$ cat config.mk
export PLATFORM = sky130hd
export DESIGN_NAME = frac_ctrl
export DESIGN_NICKNAME = d
export VERILOG_FILES = /design/src/verilog/frac_ctrl.v
export VERILOG_INCLUDE_DIRS = /design/src /design/src/verilog
export SDC_FILE = /design/constraint.sdc
export NUM_CORES = 1
export LEC_CHECK = 0
export ABC_CLOCK_PERIOD_IN_PS = 3500
export BUFFER_PORTS_ARGS = -buffer_cell sky130_fd_sc_hd__buf_2
export CELL_PAD_IN_SITES_DETAIL_PLACEMENT = 2
export CELL_PAD_IN_SITES_GLOBAL_PLACEMENT = 2
export CORE_MARGIN = 1
export CORE_UTILIZATION = 30
export DETAILED_ROUTE_END_ITERATION = 16
export HOLD_SLACK_MARGIN = 0.02
export PLACE_DENSITY_LB_ADDON = 0.1
export SLEW_MARGIN = 20
export SYNTH_ARGS = -nofsm -noshare
export SYNTH_HDL_FRONTEND = slang
export SYNTH_SLANG_ARGS = --single-unit
$ cat constraint.sdc
create_clock -name pclk -period 3.5 [get_ports pclk]
set_input_delay 0.875 -clock pclk [delete_from_list [all_inputs] [get_ports pclk]]
set_output_delay 0.875 -clock pclk [all_outputs]
set_load 0.01 [all_outputs]
$ cat src/verilog/frac_defines.vh
// Constants for the flash rewrite and access controller.
// Assumes inclusion by bare name; definitions only.
`ifndef FRAC_DEFINES_VH
`define FRAC_DEFINES_VH

// ****************************************
// Register byte offsets
// ****************************************
`define FRAC_OFS_CTRL0 12'h000
`define FRAC_OFS_CTRL1 12'h004
`define FRAC_OFS_CMD 12'h008
`define FRAC_OFS_SRD 12'h00c
`define FRAC_OFS_LOCK 12'h010
`define FRAC_OFS_CPB 12'h014
`define FRAC_OFS_CTLBLK 12'h018
`define FRAC_OFS_INFO 12'h01c

// ****************************************
// Field positions
// ****************************************
`define FRAC_C0_READY 0
`define FRAC_C0_REWR_EN 1
`define FRAC_C0_LOCK_DIS 2
`define FRAC_C0_AREA_SEL 5
`define FRAC_C0_PERR 6
`define FRAC_C0_EERR 7
`define FRAC_C1_MODE_SEL 1
`define FRAC_C1_LOCK_STAT 7
`define FRAC_SR_READY 7
`define FRAC_SR_EERR 5
`define FRAC_SR_PERR 4
`define FRAC_CPL_HI 7
`define FRAC_CPL_LO 6

// ****************************************
// Commands, reset values and compare constants
// ****************************************
`define FRAC_CMD_PROG 3'h0
`define FRAC_CMD_BERASE 3'h1
`define FRAC_CMD_EALL 3'h2
`define FRAC_CMD_CLRST 3'h3
`define FRAC_CMD_RDSTAT 3'h4
`define FRAC_CMD_LOCKPRG 3'h5
`define FRAC_CMD_LOCKRD 3'h6
`define FRAC_CPB_RESET 8'hff
`define FRAC_CPB_ERASED 8'hff
`define FRAC_CPB_CLEAR 8'h00
`define FRAC_CPL_OFF 2'h3
`define FRAC_VEC_BLANK 32'hffffffff
`define FRAC_ID_BYTES 3'h7
`define FRAC_STRAP_WAIT 2'h3

`endif

$ cat src/verilog/frac_ctrl.v
// Flash rewrite access controller: boot strap capture, area select,
// block locks, code protect, serial ID check and CPU rewrite sequencing.
// Assumes a flash macro on pclk that runs each operation and answers done.
//
// Decided for this implementation: the APB slave port and the register addresses.
`timescale 1ns/1ps
`include "frac_defines.vh"

module frac_ctrl #(
  parameter NBLK = 8,
  parameter CP_BLOCK = 0
) (
  // Clock and reset
  input wire pclk,
  input wire presetn,
  // APB slave
  input wire [11:0] paddr,
  input wire psel,
  input wire penable,
  input wire pwrite,
  input wire [31:0] pwdata,
  output reg [31:0] prdata,
  output reg pready,
  output reg pslverr,
  // Strap and mode pins
  input wire boot_select_pin,
  input wire port5_bit0_strap,
  input wire port5_bit5_strap,
  input wire par_mode_pin,
  input wire ser_mode_pin,
  // Serial programmer ID bytes and stored flash contents
  input wire id_valid,
  input wire [7:0] id_byte,
  input wire [55:0] stored_id,
  input wire [31:0] reset_vector,
  // Flash macro operation port
  output reg op_req,
  output reg [2:0] op_cmd,
  output reg [3:0] op_block,
  input wire op_done,
  input wire op_fail,
  // Mode outputs
  output reg boot_mode,
  output reg boot_area_sel,
  output reg read_status_mode,
  output reg cpu_hold,
  output reg par_blocked,
  output reg ser_accept
);

  // ****************************************
  // Pin synchronisers
  // ****************************************
  reg [4:0] sync1_r;
  reg [4:0] sync2_r;
  always @(posedge pclk or negedge presetn) begin
    if (!presetn) begin
      sync1_r <= 5'h00;
      sync2_r <= 5'h00;
    end else begin
      sync1_r <= {ser_mode_pin, par_mode_pin, port5_bit5_strap, port5_bit0_strap,
                  boot_select_pin};
      sync2_r <= sync1_r;
    end
  end
  wire par_mode_s = sync2_r[3];
  wire ser_mode_s = sync2_r[4];

  // ****************************************
  // Strap capture after reset release
  // ****************************************
  // Wait until the synchronisers hold real pin levels before latching
  reg [1:0] strap_cnt_r;
  reg strap_done_r;
  always @(posedge pclk or negedge presetn) begin
    if (!presetn) begin
      strap_cnt_r <= 2'h0;
      strap_done_r <= 1'b0;
      boot_mode <= 1'b0;
    end else if (!strap_done_r) begin
      strap_cnt_r <= strap_cnt_r + 2'h1;
      if (strap_cnt_r == `FRAC_STRAP_WAIT) begin
        strap_done_r <= 1'b1;
        boot_mode <= sync2_r[0] & sync2_r[1] & ~sync2_r[2];
      end
    end
  end

  // ****************************************
  // APB handshake, one wait state
  // ****************************************
  wire acc = psel & penable & pready;
  wire wr = acc & pwrite;
  wire bus_ph = psel & penable & ~pready;
  reg rewr_en_r, lock_dis_r, area_sel_r, mode_sel_r, arm_en_r, arm_mode_r, arm_ld_r;
  reg perr_r, eerr_r, lock_stat_r, busy_r;
  reg [NBLK-1:0] lock_r;
  reg [7:0] cpb_r;
  reg [3:0] ctl_blk_r, cur_blk_r;
  reg [2:0] cur_cmd_r;

  // ****************************************
  // Code protect decode
  // ****************************************
  wire [1:0] cp_level = cpb_r[`FRAC_CPL_HI:`FRAC_CPL_LO];
  // Low six bits are the writer's burden; only the clear and erased byte compares look at them
  wire cp_active = (cp_level != `FRAC_CPL_OFF) & (cpb_r != `FRAC_CPB_CLEAR) &
                   (cpb_r != `FRAC_CPB_ERASED);

  // ****************************************
  // Command decode and acceptance
  // ****************************************
  wire cmd_wr = wr & (paddr == `FRAC_OFS_CMD);
  wire [2:0] cmd = pwdata[2:0];
  wire [3:0] cblk = pwdata[11:8];
  wire blk_ok = (cblk < NBLK);
  wire blk_lock = blk_ok ? ~lock_r[cblk[2:0]] : 1'b1;
  wire ctl_unlk = lock_r[ctl_blk_r[2:0]];
  // Boot mode with area select 0 leaves only the boot area, which CPU cannot alter
  wire area_ok = ~boot_mode | area_sel_r;
  wire is_erase = (cmd == `FRAC_CMD_BERASE) | (cmd == `FRAC_CMD_EALL);
  wire is_op = (cmd == `FRAC_CMD_PROG) | is_erase | (cmd == `FRAC_CMD_LOCKPRG) |
               (cmd == `FRAC_CMD_LOCKRD);
  reg refuse;
  always @* begin
    refuse = 1'b0;
    if (!area_ok || !rewr_en_r) begin
      refuse = 1'b1;
    end else if (cmd == `FRAC_CMD_EALL) begin
      refuse = mode_sel_r & (ctl_unlk | lock_dis_r);
    end else if (!blk_ok) begin
      refuse = 1'b1;
    end else if ((cmd == `FRAC_CMD_PROG) || (cmd == `FRAC_CMD_BERASE)) begin
      refuse = (blk_lock & ~lock_dis_r) |
               (mode_sel_r & (cblk == ctl_blk_r));
    end
  end
  // Commands only count with rewrite enabled and no operation running
  wire go = cmd_wr & rewr_en_r & ~busy_r & is_op & ~refuse;
  wire bad = cmd_wr & rewr_en_r & ~busy_r & is_op & refuse;
  wire clr_st = cmd_wr & rewr_en_r & ~busy_r & (cmd == `FRAC_CMD_CLRST);
  wire rd_st = cmd_wr & rewr_en_r & ~busy_r & ~mode_sel_r &
               (cmd == `FRAC_CMD_RDSTAT);
  wire fin = busy_r & op_done;

  // ****************************************
  // Control bits; rewrite enable, lock disable and mode select need 0-then-1 arming
  // ****************************************
  wire c0_wr = wr & (paddr == `FRAC_OFS_CTRL0);
  wire c1_wr = wr & (paddr == `FRAC_OFS_CTRL1);
  always @(posedge pclk or negedge presetn) begin
    if (!presetn) begin
      rewr_en_r <= 1'b0;
      lock_dis_r <= 1'b0;
      area_sel_r <= 1'b0;
      mode_sel_r <= 1'b0;
      arm_en_r <= 1'b0;
      arm_mode_r <= 1'b0;
      arm_ld_r <= 1'b0;
      ctl_blk_r <= 4'h0;
    end else begin
      if (c0_wr) begin
        area_sel_r <= pwdata[`FRAC_C0_AREA_SEL];
        if (!pwdata[`FRAC_C0_REWR_EN]) begin
          rewr_en_r <= 1'b0;
          arm_en_r <= 1'b1;
        end else if (arm_en_r) begin
          rewr_en_r <= 1'b1;
          arm_en_r <= 1'b0;
        end
        if (!pwdata[`FRAC_C0_LOCK_DIS]) begin
          lock_dis_r <= 1'b0;
          arm_ld_r <= rewr_en_r;
        end else if (arm_ld_r && rewr_en_r) begin
          lock_dis_r <= 1'b1;
          arm_ld_r <= 1'b0;
        end
      end
      if (c1_wr) begin
        if (!pwdata[`FRAC_C1_MODE_SEL]) begin
          mode_sel_r <= 1'b0;
          arm_mode_r <= 1'b1;
        end else if (arm_mode_r && rewr_en_r) begin
          mode_sel_r <= 1'b1;
          arm_mode_r <= 1'b0;
        end
      end
      if (wr && (paddr == `FRAC_OFS_CTLBLK)) begin
        ctl_blk_r <= pwdata[3:0];
      end
    end
  end

  // ****************************************
  // Operation sequencer and status flags
  // ****************************************
  always @(posedge pclk or negedge presetn) begin
    if (!presetn) begin
      busy_r <= 1'b0;
      cur_cmd_r <= 3'h0;
      cur_blk_r <= 4'h0;
      op_req <= 1'b0;
      op_cmd <= 3'h0;
      op_block <= 4'h0;
      perr_r <= 1'b0;
      eerr_r <= 1'b0;
      lock_stat_r <= 1'b0;
      read_status_mode <= 1'b0;
      cpu_hold <= 1'b0;
    end else begin
      op_req <= go;
      if (go) begin
        busy_r <= 1'b1;
        cur_cmd_r <= cmd;
        cur_blk_r <= cblk;
        op_cmd <= cmd;
        op_block <= cblk;
        cpu_hold <= mode_sel_r;
      end else if (fin) begin
        busy_r <= 1'b0;
        cpu_hold <= 1'b0;
        read_status_mode <= ~mode_sel_r;
      end else if (rd_st) begin
        read_status_mode <= 1'b1;
      end
      if (fin && (cur_cmd_r == `FRAC_CMD_LOCKRD)) begin
        lock_stat_r <= lock_r[cur_blk_r[2:0]];
      end
      // A setting event outranks the clear command
      if ((fin && op_fail && !(cur_cmd_r == `FRAC_CMD_BERASE ||
           cur_cmd_r == `FRAC_CMD_EALL)) || (bad && !is_erase)) begin
        perr_r <= 1'b1;
      end else if (clr_st) begin
        perr_r <= 1'b0;
      end
      if ((fin && op_fail && (cur_cmd_r == `FRAC_CMD_BERASE ||
           cur_cmd_r == `FRAC_CMD_EALL)) || (bad && is_erase)) begin
        eerr_r <= 1'b1;
      end else if (clr_st) begin
        eerr_r <= 1'b0;
      end
    end
  end

  // ****************************************
  // Lock bits updated at completion; protect byte at erase completion or on write
  // ****************************************
  wire fin_ok = fin & ~op_fail;
  wire fin_ber = fin_ok & (cur_cmd_r == `FRAC_CMD_BERASE);
  wire fin_eall = fin_ok & (cur_cmd_r == `FRAC_CMD_EALL);
  genvar gi;
  generate
    for (gi = 0; gi < NBLK; gi = gi + 1) begin : g_lock
      wire hit = (cur_blk_r == gi);
      wire erased = (fin_ber & hit) | (fin_eall & (lock_r[gi] | lock_dis_r));
      always @(posedge pclk or negedge presetn) begin
        if (!presetn) begin
          lock_r[gi] <= 1'b1;
        end else if (fin_ok && hit && (cur_cmd_r == `FRAC_CMD_LOCKPRG)) begin
          lock_r[gi] <= 1'b0;
        end else if (erased && lock_dis_r) begin
          lock_r[gi] <= 1'b1;
        end
      end
    end
  endgenerate
  wire cp_erased = (fin_ber & (cur_blk_r == CP_BLOCK)) |
                   (fin_eall & (lock_r[CP_BLOCK] | lock_dis_r));
  always @(posedge pclk or negedge presetn) begin
    if (!presetn) begin
      cpb_r <= `FRAC_CPB_RESET;
    end else if (cp_erased) begin
      cpb_r <= `FRAC_CPB_ERASED;
    end else if (wr && (paddr == `FRAC_OFS_CPB) && rewr_en_r && area_ok &&
                 !busy_r) begin
      cpb_r <= pwdata[7:0];
    end
  end

  // ****************************************
  // Serial programmer ID verification
  // ****************************************
  reg [2:0] id_cnt_r;
  reg id_bad_r;
  wire [7:0] id_ref = stored_id[{id_cnt_r, 3'h0} +: 8];
  wire blank_vec = (reset_vector == `FRAC_VEC_BLANK);
  always @(posedge pclk or negedge presetn) begin
    if (!presetn) begin
      id_cnt_r <= 3'h0;
      id_bad_r <= 1'b0;
      ser_accept <= 1'b0;
    end else if (!ser_mode_s) begin
      id_cnt_r <= 3'h0;
      id_bad_r <= 1'b0;
      ser_accept <= 1'b0;
    end else if (blank_vec) begin
      ser_accept <= 1'b1;
    end else if (id_valid && (id_cnt_r != `FRAC_ID_BYTES)) begin
      id_cnt_r <= id_cnt_r + 3'h1;
      if (id_cnt_r == `FRAC_ID_BYTES - 3'h1) begin
        ser_accept <= ~id_bad_r & (id_byte == id_ref);
      end
      if (id_byte != id_ref) begin
        id_bad_r <= 1'b1;
      end
    end
  end

  // ****************************************
  // Mapping and parallel-mode outputs
  // ****************************************
  always @(posedge pclk or negedge presetn) begin
    if (!presetn) begin
      boot_area_sel <= 1'b0;
      par_blocked <= 1'b0;
    end else begin
      // One address window: boot area visible only in boot mode with select 0
      boot_area_sel <= boot_mode & ~area_sel_r;
      par_blocked <= par_mode_s & cp_active;
    end
  end

  // ****************************************
  // APB read path
  // ****************************************
  reg [31:0] rd_nxt;
  reg err_nxt;
  always @* begin
    rd_nxt = 32'h00000000;
    err_nxt = 1'b0;
    if (paddr == `FRAC_OFS_CTRL0) begin
      rd_nxt[`FRAC_C0_READY] = ~busy_r;
      rd_nxt[`FRAC_C0_REWR_EN] = rewr_en_r;
      rd_nxt[`FRAC_C0_LOCK_DIS] = lock_dis_r;
      rd_nxt[`FRAC_C0_AREA_SEL] = area_sel_r;
      rd_nxt[`FRAC_C0_PERR] = perr_r;
      rd_nxt[`FRAC_C0_EERR] = eerr_r;
    end else if (paddr == `FRAC_OFS_CTRL1) begin
      rd_nxt[`FRAC_C1_MODE_SEL] = mode_sel_r;
      rd_nxt[`FRAC_C1_LOCK_STAT] = lock_stat_r;
    end else if (paddr == `FRAC_OFS_CMD) begin
      rd_nxt[2:0] = cur_cmd_r;
    end else if (paddr == `FRAC_OFS_SRD) begin
      if (mode_sel_r) begin
        err_nxt = 1'b1;
      end else begin
        rd_nxt[`FRAC_SR_READY] = ~busy_r;
        rd_nxt[`FRAC_SR_EERR] = eerr_r;
        rd_nxt[`FRAC_SR_PERR] = perr_r;
      end
    end else if (paddr == `FRAC_OFS_LOCK) begin
      rd_nxt[NBLK-1:0] = lock_r;
    end else if (paddr == `FRAC_OFS_CPB) begin
      rd_nxt[7:0] = cpb_r;
    end else if (paddr == `FRAC_OFS_CTLBLK) begin
      rd_nxt[3:0] = ctl_blk_r;
    end else if (paddr == `FRAC_OFS_INFO) begin
      rd_nxt[3:0] = {ser_accept, par_blocked, boot_area_sel, boot_mode};
    end else begin
      err_nxt = 1'b1;
    end
  end

  always @(posedge pclk or negedge presetn) begin
    if (!presetn) begin
      pready <= 1'b0;
      pslverr <= 1'b0;
      prdata <= 32'h00000000;
    end else begin
      pready <= bus_ph;
      pslverr <= bus_ph & err_nxt & (~pwrite | (paddr != `FRAC_OFS_SRD));
      prdata <= (bus_ph && !pwrite) ? rd_nxt : 32'h00000000;
    end
  end
endmodule

== Word level (Yosys, flattened, before mapping) ==
Index checks and enable logic that the tools add are counted.

* Bits in latches: 0
* Bits in writable memories: 0
* Memories: 0
* Logic and storage cells: 343
* Flip-flop bits (word level): 72
* Output and inout bits: 48
* ROM bits: 0

* Shifts and indexed selects: 1
* Add/sub/neg operators: 2
* Reduce and logical (&&, ||, !) cells: 75
* Multiply operators: 0
* Muxes and demuxes: 95
* Equal/unequal tests: 42
* Order comparisons: 4
* Divide/modulo/power cells: 0
* Bitwise logic cells: 85

{| class="wikitable"
|+ Operator list
! cell !! count
|-
| $mux W1 || 68
|-
| $mux W8 || 8
|-
| $shiftx A56 B7 Y8 || 1
|-
| $eq A12 B5 Y1 const B || 4
|-
| $and A1 B1 Y1 || 47
|-
| $logic_and A1 B1 Y1 || 39
|-
| $eq A32 B32 Y1 const B || 1
|-
| $reduce_bool A2 Y1 || 13
|-
| $eq A12 B4 Y1 const B || 2
|-
| $or A1 B1 Y1 || 24
|-
| $mux W4 || 5
|-
| $eq A3 B3 Y1 const B || 6
|-
| $mux W3 || 6
|-
| $eq A4 B3 Y1 const B || 4
|-
| $not A1 Y1 || 14
|-
| $reduce_and A2 Y1 || 7
|-
| $eq A12 B3 Y1 const B || 1
|-
| $logic_not A12 Y1 || 1
|-
| $lt A3 B4 Y1 const B || 3
|-
| $ne A12 B4 Y1 const B || 1
|-
| $mux W5 || 2
|-
| $ne A2 B1 Y1 const B || 5
|-
| $bmux W1 S3 || 3
|-
| $eq A3 B2 Y1 const B || 3
|-
| 21 further kinds || 36
|}

== Longest topological paths before layout ==
Gate-level depths: netlist of run 1.

* Word-level depth: 14
* Mapped depth: 9
* Gate-level depth less buffers: 7

== Worst setup path after synthesis of run 1 ==
No wires, ideal clock.

* Kind: input -> register
* From: in pwrite
* To: reg cur_blk_r[0]
* Buffers on the path: 1
* Path slack: 881 ps
* Stages on the path: 7
* Data required time: 3375 ps
* Setup time: 125 ps
* Data arrival time: 2494 ps
* Path through: nand4_1 -> or3_1 -> a2111oi_0 -> nand2_1 -> or2_1 -> buf_6 -> mux2_4

* Cells in the longest elaborated chain, start to end: 6

{| class="wikitable"
|+ Ends and longest elaborated chain
! item !! RTL line !! text
|-
| from (decl) || frac_ctrl.v:20 || <nowiki>input wire pwrite,</nowiki>
|-
| $and A1 B1 Y1 || frac_ctrl.v:93 || <nowiki>wire wr = acc & pwrite;</nowiki>
|-
| $and A1 B1 Y1 || frac_ctrl.v:113 || <nowiki>wire cmd_wr = wr & (paddr == `FRAC_OFS_CMD);</nowiki>
|-
| $and A1 B1 Y1 (4 in series) || frac_ctrl.v:139 || <nowiki>wire go = cmd_wr & rewr_en_r & ~busy_r & is_op & ~refuse;</nowiki>
|-
| to (signal assigned) || frac_ctrl.v:215 || <nowiki>cur_blk_r <= cblk;</nowiki>
|-
| to (decl) || frac_ctrl.v:99 || <nowiki>reg [3:0] ctl_blk_r, cur_blk_r;</nowiki>
|}

No other way between the ends.
A chain may end at the register's enable or synchronous reset.

== Worst setup path in the final report of run 1 ==
* From: in pwrite
* To: reg cur_cmd_r[0]

* Cells in the longest elaborated chain, start to end: 6

{| class="wikitable"
|+ Ends and longest elaborated chain
! item !! RTL line !! text
|-
| $and A1 B1 Y1 || frac_ctrl.v:93 ||
|-
| $and A1 B1 Y1 || frac_ctrl.v:113 ||
|-
| $and A1 B1 Y1 (4 in series) || frac_ctrl.v:139 ||
|-
| to (signal assigned) || frac_ctrl.v:214 || <nowiki>cur_cmd_r <= cmd;</nowiki>
|-
| to (decl) || frac_ctrl.v:100 || <nowiki>reg [2:0] cur_cmd_r;</nowiki>
|}

No other way between the ends.

==> Implementation_results.wiki, run 1 <==
{| class="wikitable"
! Metric !! Value
|-
| Worst Max-Slew Pin Slew || between 0.6 and 0.7 ns
|-
| R2R depth || 7
|-
| Synth top area cells || sky130_fd_sc_hd__dfrtp_1, sky130_fd_sc_hd__dfstp_2, sky130_fd_sc_hd__mux2i_1
|-
| Data arrival time of the worst path || roughly 3 ns
|-
| Start-to-end type of the worst setup path || in -> reg
|-
| Residual DRC || 0
|-
| Floorplan row count || 43
|-
| Initial core utilization || between 30% and 40%
|-
| Final GP Congestion || a little over 0.8
|-
| Sink count of the clock tree || ~70
|-
| Shortest clock period the worst path allows after layout || 2.77 ns
|-
| Clock tree from TritonCTS || built
|-
| End of the worst hold path || sync2_r[4]$_DFF_PN0_
|-
| Category of the worst setup path capture point || flop
|-
| Data required time of the worst path || between 3 and 4 ns
|-
| Slack of the worst reg-to-reg path || between 0.8 and 0.9 ns
|-
| Worst slew margin relative to its limit || between 50% and 60%
|-
| Outcome || finished, final reports clean
|-
| Number of enable flip-flop cells after synthesis || 0
|-
| Static leakage power || approximately 2.7 nW
|-
| Post-place instance area || between 0.005 and 0.006 sq mm
|-
| Worst slack at placement || between 0.3 and 0.4 ns
|-
| Area fraction of the dominant cell type after synthesis || a little under a third
|-
| Slack of the critical path || between 0.7 and 0.8 ns
|-
| Total number of yosys warnings || 0
|-
| Initial antenna violation count || 2
|-
| Clock tree root driver cell || sky130_fd_sc_hd__clkbuf_16
|-
| Hold bufs inserted after CTS || 0
|-
| Period utilisation layout || 79.2%
|-
| Area grow syn2layout || 27.0%
|-
| Number of diodes || 0
|-
| Number of standard cells after synthesis || 425
|-
| Number of vias per cell || around 5.2
|-
| Placeable Area || roughly 0.014 sq mm
|-
| Worst hold path depth || 0
|-
| Largest net degree at the start of global routing || 46
|-
| Y dimension of the die || around 120 um
|-
| Vias in the first global route || approximately 4.4k
|-
| Insertion delay to the later sink of the worst-skew pair || 0.34 ns
|-
| Total via count in the routed design || ~4k
|-
| TritonCTS Buffers || 9
|-
| Final antenna-violating net count || 0
|-
| Clock slew at reported path FFs || around 0.060 ns
|-
| Largest driver fanout on the critical path || 10
|-
| Final wirelength || approximately 14,000 um
|-
| Maximum level of the CTS H-tree || 3
|-
| Async set-or-reset flop fraction in the synthesized netlist || between 90% and 100%
|-
| First-pass DRT Iterations || 4
|-
| Reg-to-reg endpoint || cur_cmd_r[0]$_DFFE_PN0P_
|-
| Count of buffers added by post-CTS timing repair for setup || 0
|-
| Maximum clock path buffer count || 2
|-
| Average detailed-routed wire length per instance || 18.8 um
|-
| PwrDens || approximately 370 mW/mm^2
|-
| Count of instances resized after the clock tree is built || 0
|-
| Maximum frequency from static timing analysis || approximately 360 MHz
|-
| Final nets || 734
|-
| Part of the Yosys area used for sequential elements || 41.3%
|-
| Largest voltage drop on the vdd net || 222 uV
|-
| Kind of start point of the critical path || input port
|-
| Grt ovf || 0
|-
| Layout cell share with drive strength beyond 1 || roughly 39%
|-
| Combined global-route utilization of all metal layers || 20.0%
|-
| Post-route cell area || 0.00560 sq mm
|-
| Number of maximum-capacitance violations || 0
|-
| Post-Syn Area || approximately 0.0044 sq mm
|-
| Biggest area consumer among synthesized cells || sky130_fd_sc_hd__dfrtp_1
|-
| Final count of pins violating max slew || 0
|-
| Number of design-rule violations left by the first detailed-router iteration || 110
|-
| Post-Route Skew || a little under 0.009 ns
|-
| Mean Syn Cell Area || between 10 and 15 sq um
|-
| Overall die width || roughly 120 um
|-
| Total Negative Setup Slacks || 0 ns
|-
| Prevailing post-synth register cell || sky130_fd_sc_hd__dfrtp_1
|-
| Beginning of the worst register-to-register path || ctl_blk_r[0]$_DFFE_PN0P_
|-
| Wire length of the first global-routing pass || 22,900 um
|-
| Classification of the worst-slack hold path || reg -> reg
|-
| Leading cell type by number of instances after synthesis || sky130_fd_sc_hd__dfrtp_1
|-
| Flip-flop and latch count after synthesis || 72
|-
| Setup repair after global routing missed its margin || no
|-
| Die outline area || 0.0152 sq mm
|-
| I/O pin count || around 200
|-
| Launch point of the worst hold path || sync1_r[4]$_DFF_PN0_
|-
| HPWL after detailed placement || 11,400 um
|-
| Final Hold Vio Count || 0
|-
| Count of input and output buffers || around 160
|-
| Final setup violation count || 0
|-
| Count of distinct cell types in the synthesized netlist || between 60 and 70
|-
| Most used standard cells in the synthesized netlist || sky130_fd_sc_hd__dfrtp_1, sky130_fd_sc_hd__mux2i_1, sky130_fd_sc_hd__a21oi_1, sky130_fd_sc_hd__nand2_1, sky130_fd_sc_hd__buf_4
|}
## sequential cells by signal (all words and copies together), names as in the netlist, 2 cells and up
name / flops
sync1_r: 5
strap_cnt_r: 2
cpb_r: 8
ctl_blk_r: 4
cur_blk_r: 4
sync2_r: 5
lock_r: 8
cur_cmd_r: 3
prdata: 8
id_cnt_r: 3
## kinds of logic (layout without fill, tap and decap cells)
| kind of cell | after synthesis | after routing | share of synthesized area [%] |
|---|---|---|---|
| buf+inv | 59 | 193 | 7.35 |
| mux | 59 | 59 | 18.5 |
| simple gates | 130 | 130 | 16.1 |
| flops | 72 | 72 | 41.3 |
| other cells | 1 | 24 | 0.0851 |
| compound gates | 86 | 86 | 12.8 |
| xor+xnor | 14 | 14 | 2.78 |
| fa+ha+maj | 4 | 4 | 1.14 |
## worst max-delay path: stages
cell	delay, ns
sky130_fd_sc_hd__buf_2	0.10
sky130_fd_sc_hd__nand4_1	0.22
sky130_fd_sc_hd__or3_1	0.45
sky130_fd_sc_hd__a2111oi_0	0.37
sky130_fd_sc_hd__nand2_1	0.11
sky130_fd_sc_hd__or2_1	0.47
sky130_fd_sc_hd__mux2_4	0.39
## cells in the final DEF, fill, tap and decap left out, types with 2 or more instances in the layout
| cell type | instances |
|---|---|
| sky130_fd_sc_hd__mux2_2 | 9 |
| sky130_fd_sc_hd__conb_1 | 24 |
| sky130_fd_sc_hd__a2111oi_0 | 2 |
| sky130_fd_sc_hd__mux2_4 | 7 |
| sky130_fd_sc_hd__buf_4 | 6 |
| sky130_fd_sc_hd__a211oi_1 | 6 |
| sky130_fd_sc_hd__o21ai_0 | 14 |
| sky130_fd_sc_hd__a21o_1 | 4 |
| sky130_fd_sc_hd__buf_2 | 156 |
| sky130_fd_sc_hd__o2bb2ai_1 | 3 |
| sky130_fd_sc_hd__nand2b_1 | 10 |
| sky130_fd_sc_hd__a21oi_1 | 29 |
| sky130_fd_sc_hd__nor4b_1 | 2 |
| sky130_fd_sc_hd__or3_1 | 6 |
| sky130_fd_sc_hd__nor3_1 | 10 |
| sky130_fd_sc_hd__inv_6 | 2 |
| sky130_fd_sc_hd__nor2_1 | 20 |
| sky130_fd_sc_hd__a222oi_1 | 2 |
| sky130_fd_sc_hd__and2_1 | 3 |
| sky130_fd_sc_hd__nand2_1 | 27 |
| sky130_fd_sc_hd__ha_1 | 4 |
| sky130_fd_sc_hd__mux4_2 | 9 |
| sky130_fd_sc_hd__nand3_1 | 4 |
| sky130_fd_sc_hd__a22oi_1 | 3 |
| sky130_fd_sc_hd__dfstp_2 | 16 |
| sky130_fd_sc_hd__dfrtp_1 | 55 |
| sky130_fd_sc_hd__xnor2_1 | 9 |
| sky130_fd_sc_hd__a31oi_1 | 5 |
| sky130_fd_sc_hd__clkbuf_16 | 9 |
| sky130_fd_sc_hd__inv_1 | 13 |
| sky130_fd_sc_hd__mux4_1 | 4 |
| sky130_fd_sc_hd__mux2i_1 | 30 |
| sky130_fd_sc_hd__nand4_1 | 18 |
| sky130_fd_sc_hd__nor4_1 | 8 |
| sky130_fd_sc_hd__nor2b_1 | 11 |
| sky130_fd_sc_hd__a22o_1 | 7 |
| sky130_fd_sc_hd__clkinv_4 | 3 |
| sky130_fd_sc_hd__xor2_1 | 5 |
## routing by layer
layer  vias up  GRT usage [%]  part of all wire [%]
li1       1828              -                     -
met1      2009           22.4                    40
met2       131           37.0                    54
met3        14           5.07                   5.1
met4         2           5.57                   1.2
met5         -              0                 0.091
## per-stage QoR
step / total power [W] / cells / hold slack [ns] / utilization (%)
floorplan: 0.00102 / 448 / 0.331 / -
global placement: 0.00113 / 746 / 0.333 / 37.6
detailed placement: 0.00114 / 746 / 0.338 / 37.6
CTS: 0.00209 / 762 / 0.352 / 39.7
global route: 0.00215 / 762 / 0.357 / 39.7
finish: 0.00205 / 762 / 0.349 / 39.7
## area by class of cell
type	instances	area (sq um)
Clock buffer	9	225
Clock inverter	7	78.8
Fill cell	1580	8500
Inverter	14	52.6
Multi-Input combinational cell	317	2350
Sequential cell	72	1820
Tap cell	180	225
Timing Repair Buffer	163	846
## power breakdown
| group | switching, W | internal [W] |
|---|---|---|
| Combinational | 0.000130 | 0.000124 |
| Clock | 0.000377 | 0.000559 |
| Sequential | 0.0000192 | 0.000846 |
## how the worst max path moves through the flow
| stage | startpoint | end | slack (ns) |
|---|---|---|---|
| final | pwrite | cur_cmd_r[0]$_DFFE_PN0P_ | 0.73 |
| after global routing | op_done | lock_r[0]$_DFFE_PN1P_ | 0.55 |
| after CTS | id_cnt_r[1]$_DFFE_PN0P_ | id_bad_r$_DFFE_PN0P_ | 0.65 |
| after detailed placement | pwrite | cur_blk_r[2]$_DFFE_PN0P_ | 0.37 |
| after global placement | pwrite | cur_blk_r[1]$_DFFE_PN0P_ | 0.41 |
| after floorplan | pwrite | cur_blk_r[0]$_DFFE_PN0P_ | 0.88 |
(Power assumes the default switching activity.)
==> inputs of run 2 (changes only) <==
ABC_CLOCK_PERIOD_IN_PS = 2500   (was 3500)
CORE_UTILIZATION = 25   (was 30)
clock period = 2.5 ns   (was 3.5 ns; I/O delays follow)
==> Implementation_results.wiki, run 2 (synthesis results as in run 1) <==
{| class="wikitable"
! Metric !! Value
|-
| Power after layout || approximately 0.0027 W
|-
| Kind of start point of the critical path || flop
|-
| Maximum level of the CTS H-tree || 3
|-
| Category of the worst setup path capture point || flop
|-
| Overall die width || ~130 um
|-
| Outcome || finished, final reports clean
|-
| Hold bufs inserted after CTS || 0
|-
| Average detailed-routed wire length per instance || 17.8 um
|-
| Placeable Area || 0.0172 sq mm
|-
| Initial core utilization || 25.6%
|-
| Layout Utilization || 34.2%
|-
| Largest driver fanout on the critical path || 8
|-
| Slowest stage cell on the critical path || sky130_fd_sc_hd__mux4_1
|-
| HPWL after detailed placement || approximately 12,000 um
|-
| Clock tree root driver cell || sky130_fd_sc_hd__clkbuf_16
|-
| Clock slew at reported path FFs || around 0.060 ns
|-
| Maximum frequency from static timing analysis || between 400 and 500 MHz
|-
| Residual DRC || 0
|-
| Reg-to-reg endpoint || cur_blk_r[0]$_DFFE_PN0P_
|-
| Final wirelength || ~15,000 um
|-
| Vias in the first global route || around 4.5k
|-
| Combined global-route utilization of all metal layers || between 10% and 20%
|-
| First-pass DRT Iterations || 4
|-
| Register cell area after layout || 0.00182 sq mm
|-
| Insertion delay to the later sink of the worst-skew pair || roughly 0.34 ns
|-
| Sink count of the clock tree || 72
|-
| Final GP Congestion || 0.761
|-
| Die outline area || 0.0182 sq mm
|-
| Setup repair after global routing missed its margin || no
|-
| Shortest clock period the worst path allows after layout || between 2 and 2.5 ns
|-
| Data required time of the worst path || roughly 2.7 ns
|-
| Most frequent cells in the layout || sky130_fd_sc_hd__buf_2, sky130_fd_sc_hd__dfrtp_1, sky130_fd_sc_hd__buf_4, sky130_fd_sc_hd__mux2i_1, sky130_fd_sc_hd__a21oi_1
|-
| Critical path launch point || ctl_blk_r[1]$_DFFE_PN0P_
|-
| Largest voltage drop on the vdd net || approximately 300 uV
|-
| Number of standard cells in the layout, taps in and fillers out || around 840
|-
| Post-Route Skew || 0.00498 ns
|-
| Number of placed cells counting well taps || roughly 830
|-
| Clock tree from TritonCTS || built
|-
| Initial antenna violation count || 2
|-
| PwrDens || ~470 mW/mm^2
|-
| Number of maximum-capacitance violations || 0
|-
| Multi-input gate area || between 0.002 and 0.0025 sq mm
|-
| Largest net degree at the start of global routing || 73
|-
| Area grow syn2layout || 33.7%
|-
| Count of buffers added by post-CTS timing repair for setup || 0
|-
| Static leakage power || 2.85 nW
|-
| Final setup violation count || 0
|-
| Count of input and output buffers || 156
|-
| Worst slack at placement || -0.233 ns
|-
| Total via count in the routed design || 4,032
|-
| Period utilisation layout || 92.6%
|-
| Layout cell share with drive strength beyond 1 || 42.0%
|-
| Slack of the worst reg-to-reg path || between 0.15 and 0.2 ns
|-
| Total of fill cells in the finished design || around 1.9k
|-
| I/O pin count || about 200
|-
| Final count of pins violating max slew || 0
|-
| Number of vias per cell || approximately 4.8
|-
| Maximum clock path buffer count || 2
|-
| R2R depth || 7
|-
| Final Hold Vio Count || 0
|-
| Number of design-rule violations left by the first detailed-router iteration || roughly 150
|-
| Classification of the worst-slack hold path || in -> async
|-
| Floorplan row count || 48
|-
| Beginning of the worst register-to-register path || ctl_blk_r[1]$_DFFE_PN0P_
|-
| Wire length of the first global-routing pass || about 24,000 um
|-
| Data arrival time of the worst path || roughly 2.5 ns
|-
| Grt ovf || 0
|-
| Number of diodes || 0
|-
| List of cells traversed by the critical path || mux4_1 -> mux2_2 -> o21ai_2 -> nand4_1 -> a21o_1 -> or2_4 -> mux2_4
|-
| Most common library cell in the layout ignoring fill and taps || sky130_fd_sc_hd__buf_2
|-
| Start-to-end type of the worst setup path || reg -> reg
|-
| Final antenna-violating net count || 0
|-
| TritonCTS Buffers || 9
|-
| Total Negative Setup Slacks || 0 ns
|-
| Registers with the most flip-flops || cpb_r (8), lock_r (8), prdata (8)
|-
| Y dimension of the die || roughly 130 um
|-
| Max incr delay on CP || 0.55 ns
|-
| Final nets || between 700 and 800
|-
| Slack of the critical path || 0.186 ns
|-
| Capture point of the worst path || cur_blk_r[0]$_DFFE_PN0P_
|}
==> run 2: cell types whose count changed in the layout (fill, tap and decap cells not counted), moves of 2 or more <==
cell                       previous run  this run
sky130_fd_sc_hd__buf_4                6        40
sky130_fd_sc_hd__clkbuf_1             0         2
sky130_fd_sc_hd__clkinv_2             1         4
sky130_fd_sc_hd__clkinv_4             3         0
sky130_fd_sc_hd__inv_6                2         0
==> run 2: worst max-delay path: cells and delay by family, from the launching register on <==
family / cells / cell delay, ns
mux: 3 / 1.15
simple gates: 2 / 0.41
compound gates: 2 / 0.28
flops: 1 / 0.36
==> run 2: timing repair <==
action,CTS,global route
gates resized for setup,0,2
endpoints found under the hold margin,0,0
endpoints found under the setup margin,0,8
==> run 2: per-layer routing <==
layer	wire [um]	global-route usage [%]
met1	6120	19.9
met2	7820	31.4
met3	900	5.26
met4	125	3.56
met5	27	0
==> run 2: worst min-delay path by stage <==
stage / end / depth (start not counted) / slack [ns] / startpoint
6_report: pslverr$_DFF_PN0_ / 2 / 0.32 / presetn
5_1_grt: pready$_DFF_PN0_ / 2 / 0.34 / presetn
4_1_cts: pready$_DFF_PN0_ / 2 / 0.33 / presetn
3_5_place_dp: sync2_r[0]$_DFF_PN0_ / 0 / 0.34 / sync1_r[0]$_DFF_PN0_
3_3_place_gp: sync2_r[0]$_DFF_PN0_ / 0 / 0.33 / sync1_r[0]$_DFF_PN0_
2_1_floorplan: area_sel_r$_DFFE_PN0P_ / 0 / 0.33 / presetn
==> run 2: through the flow <==
stage          hold slack, ns  instance area (sq um)
6_report                0.317                   5890
5_1_grt                 0.337                   5890
4_1_cts                 0.332                   5890
3_5_place_dp            0.337                   5630
3_3_place_gp            0.334                   5630
2_1_floorplan           0.329                   4490
==> run 2: layout make-up <==
| type | count | area share [%] |
|---|---|---|
| clock buffer | 12 | 4.18 |
| sequential | 72 | 30.9 |
| timing repair buffer | 198 | 19.0 |
| clock inverter | 4 | 0.340 |
| inverter | 14 | 0.892 |
| tap | 225 | 4.78 |
| multi-input combinational | 317 | 39.9 |
==> run 2: report_power, final <==
| part | leakage, nW | internal [W] | total, W | switching, W |
|---|---|---|---|---|
| logic | 1.81 | 0.000187 | 0.000384 | 0.000197 |
| clock network | 0.136 | 0.000692 | 0.00117 | 0.000476 |
| registers | 0.907 | 0.00118 | 0.00120 | 0.0000126 |
| total | 2.85 | 0.00206 | 0.00275 | 0.000686 |
==> inputs of run 3 (changes only) <==
ABC_AREA = 1   (was not set)
CORE_UTILIZATION = 23   (was 25)
==> Implementation_results.wiki, run 3 <==
{| class="wikitable"
! Metric !! Value
|-
| Worst slack at placement || ~0.21 ns
|-
| Overall die width || 150 um
|-
| Final nets || roughly 1.0k
|-
| Largest driver fanout on the critical path || 23
|-
| Number of standard cells in the layout, taps in and fillers out || roughly 1.2k
|-
| Largest net degree at the start of global routing || 39
|-
| First-pass DRT Iterations || 4
|-
| Count of distinct cell types in the synthesized netlist || 50
|-
| Hold bufs inserted after CTS || 0
|-
| Data arrival time of the worst path || 2.31 ns
|-
| Worst slew margin relative to its limit || about 62%
|-
| Switching share of total power || 29.4%
|-
| Worst Max-Slew Pin Slew || 0.570 ns
|-
| Synth top area cells || sky130_fd_sc_hd__dfrtp_1, sky130_fd_sc_hd__nand2_1, sky130_fd_sc_hd__inv_1
|-
| Clock tree root driver cell || sky130_fd_sc_hd__clkbuf_16
|-
| Area grow syn2layout || 26.1%
|-
| Most common library cell in the layout ignoring fill and taps || sky130_fd_sc_hd__nand2_1
|-
| Initial antenna violation count || 0
|-
| Shortest clock period the worst path allows after layout || 2.08 ns
|-
| Post-Syn Area || approximately 0.0050 sq mm
|-
| Leading cell type by number of instances after synthesis || sky130_fd_sc_hd__nand2_1
|-
| Grt ovf || 0
|-
| Number of enable flip-flop cells after synthesis || 0
|-
| Outcome || finished, final reports clean
|-
| Static leakage power || approximately 3.4 nW
|-
| Placeable Area || roughly 0.021 sq mm
|-
| Post-place instance area || slightly above 0.006 sq mm
|-
| Final Hold Vio Count || 0
|-
| Flip-flop and latch count after synthesis || 72
|-
| Die outline area || around 0.023 sq mm
|-
| Maximum frequency from static timing analysis || 482 MHz
|-
| Category of the worst setup path capture point || flop
|-
| Registers with the most flip-flops || cpb_r (8), lock_r (8), prdata (8)
|-
| Largest voltage drop on the vdd net || between 200 and 300 uV
|-
| Number of placed cells counting well taps || around 1.1k
|-
| Count of buffers added by post-CTS timing repair for setup || 0
|-
| Beginning of the worst register-to-register path || id_cnt_r[0]$_DFFE_PN0P_
|-
| Part of the Yosys area used for sequential elements || a little over a third
|-
| Most frequent cells in the layout || sky130_fd_sc_hd__nand2_1, sky130_fd_sc_hd__buf_2, sky130_fd_sc_hd__inv_1, sky130_fd_sc_hd__nor2_1, sky130_fd_sc_hd__dfrtp_1
|-
| Y dimension of the die || ~150 um
|-
| Biggest area consumer among synthesized cells || sky130_fd_sc_hd__dfrtp_1
|-
| Final GP Congestion || 0.805
|-
| TritonCTS Buffers || 9
|-
| Average detailed-routed wire length per instance || about 17 um
|-
| HPWL after detailed placement || ~16,000 um
|-
| Final wirelength || 19,300 um
|-
| Wire length of the first global-routing pass || between 30,000 and 40,000 um
|-
| Maximum level of the CTS H-tree || 3
|-
| Combined global-route utilization of all metal layers || around 18%
|-
| Switching power of the nets || approximately 0.00090 W
|-
| Maximum clock path buffer count || 2
|-
| Clock slew at reported path FFs || 0.06 ns
|-
| Total number of yosys warnings || 0
|-
| Critical path launch point || id_cnt_r[0]$_DFFE_PN0P_
|-
| Async set-or-reset flop fraction in the synthesized netlist || 100%
|-
| Insertion delay to the later sink of the worst-skew pair || about 0.34 ns
|-
| Number of vias per cell || between 4 and 5
|-
| Clock tree from TritonCTS || built
|-
| Final count of pins violating max slew || 0
|-
| Most used standard cells in the synthesized netlist || sky130_fd_sc_hd__nand2_1, sky130_fd_sc_hd__inv_1, sky130_fd_sc_hd__nor2_1, sky130_fd_sc_hd__dfrtp_1, sky130_fd_sc_hd__nand3_1
|-
| Post-Route Skew || just over 0.006 ns
|-
| Classification of the worst-slack hold path || in -> async
|-
| Fraction of power consumed by combinational cells || approximately 18%
|-
| Final setup violation count || 0
|-
| Number of diodes || 0
|-
| Mean Syn Cell Area || between 7 and 8 sq um
|-
| Total Negative Setup Slacks || 0 ns
|-
| Kind of start point of the critical path || flop
|-
| Period utilisation layout || between 80% and 90%
|-
| Area fraction of the dominant cell type after synthesis || 27.8%
|-
| Prevailing post-synth register cell || sky130_fd_sc_hd__dfrtp_1
|-
| Vias in the first global route || between 5k and 6k
|-
| Number of maximum-capacitance violations || 0
|-
| Slack of the critical path || roughly 0.42 ns
|-
| Start-to-end type of the worst setup path || reg -> reg
|-
| Int Pwr || roughly 0.0022 W
|-
| Number of standard cells after synthesis || about 700
|-
| Layout cell share with drive strength beyond 1 || between 20% and 30%
|-
| Count of input and output buffers || between 150 and 200
|-
| Final antenna-violating net count || 0
|-
| Initial core utilization || between 20% and 30%
|-
| Number of design-rule violations left by the first detailed-router iteration || 161
|-
| PwrDens || between 400 and 500 mW/mm^2
|-
| Sink count of the clock tree || just over 70
|-
| Layout Utilization || 29.9%
|-
| Total via count in the routed design || roughly 5.3k
|-
| Clk pwr share || approximately 43%
|-
| Count of instances resized after the clock tree is built || 0
|-
| Portion of total power attributed to sequential cells || around two fifths
|-
| I/O pin count || around 200
|-
| Residual DRC || 0
|-
| Floorplan row count || 53
|-
| Setup repair after global routing missed its margin || no
|-
| Post-route cell area || 0.00636 sq mm
|-
| R2R depth || 11
|-
| Data required time of the worst path || 2.73 ns
|}
## run 3: cell count changes after synthesis, sizes merged, moves of 14 or more
cell,change
nand3,+54
mux2,-14
mux2i,-30
nand2,+146
nor2,+51
inv,+112
o21ai,+46
## run 3: area by class of cell
class,count,area (sq um)
clock buffers,10,229
clock inverters,6,70.1
fillers,2622,14900
inverters,125,472
multi-input cells,497,2540
flip-flops and latches,72,1820
well taps,275,344
repair buffers,166,883
## run 3: stage by stage
step	hold WS, ns	total power [W]
3_3_place_gp	0.334	0.00178
4_1_cts	0.241	0.00315
2_1_floorplan	0.329	0.00158
6_report	0.232	0.00308
5_1_grt	0.258	0.00326
3_5_place_dp	0.338	0.00180
## run 3: path summary, 6_finish.rpt
| kind | endpoint | slack [ns] |
|---|---|---|
| worst max-delay path | id_bad_r$_DFFE_PN0P_ | 0.42 |
| worst min-delay path | mode_sel_r$_DFFE_PN0P_ | 0.23 |
| worst max register to register | id_bad_r$_DFFE_PN0P_ | 0.42 |
| worst min register to register | sync2_r[3]$_DFF_PN0_ | 0.35 |
| max in group asynchronous | lock_r[6]$_DFFE_PN1P_ | 1.61 |
| min in group pclk | sync2_r[3]$_DFF_PN0_ | 0.35 |
## run 3: worst max-delay path, cell delays in order, from the launching register on
cell and delay, ns:
sky130_fd_sc_hd__dfrtp_1 0.58, sky130_fd_sc_hd__buf_12 0.27, sky130_fd_sc_hd__nor2_4 0.24, sky130_fd_sc_hd__nand2_1 0.09
sky130_fd_sc_hd__nand3_1 0.12, sky130_fd_sc_hd__nand3_1 0.10, sky130_fd_sc_hd__nand2_1 0.09, sky130_fd_sc_hd__nand2_1 0.06
sky130_fd_sc_hd__nor2_1 0.10, sky130_fd_sc_hd__nand3_1 0.14, sky130_fd_sc_hd__nand3_1 0.11, sky130_fd_sc_hd__nand2_1 0.06
## run 3: cell families after synthesis
kind of cell	count (synthesis)	share of synthesized area, %
AOI/OAI and AO/OA	118	14.2
adders and majority gates	4	0.993
other	1	0.0744
and+or+nand+nor	347	32.6
muxes	2	0.447
DFF	72	36.1
buffers and inverters	166	15.2
xor gates and xnor gates	2	0.348
## run 3: power by group through the flow
stage               clock [W]  combinational [W]  sequential (W)
global placement            0           0.000540         0.00124
CTS                   0.00136           0.000561         0.00122
global route          0.00141           0.000627         0.00123
detailed placement          0           0.000558         0.00124
floorplan                   0           0.000349         0.00123
finish                0.00131           0.000547         0.00122
## run 3: per-layer routing
metal,wire [um],up-vias,global-route usage (%)
li1,-,2582,-
met1,8520,2585,21.8
met2,9740,123,32.5
met3,852,15,3.14
met4,222,0,4.49
met5,0,-,0
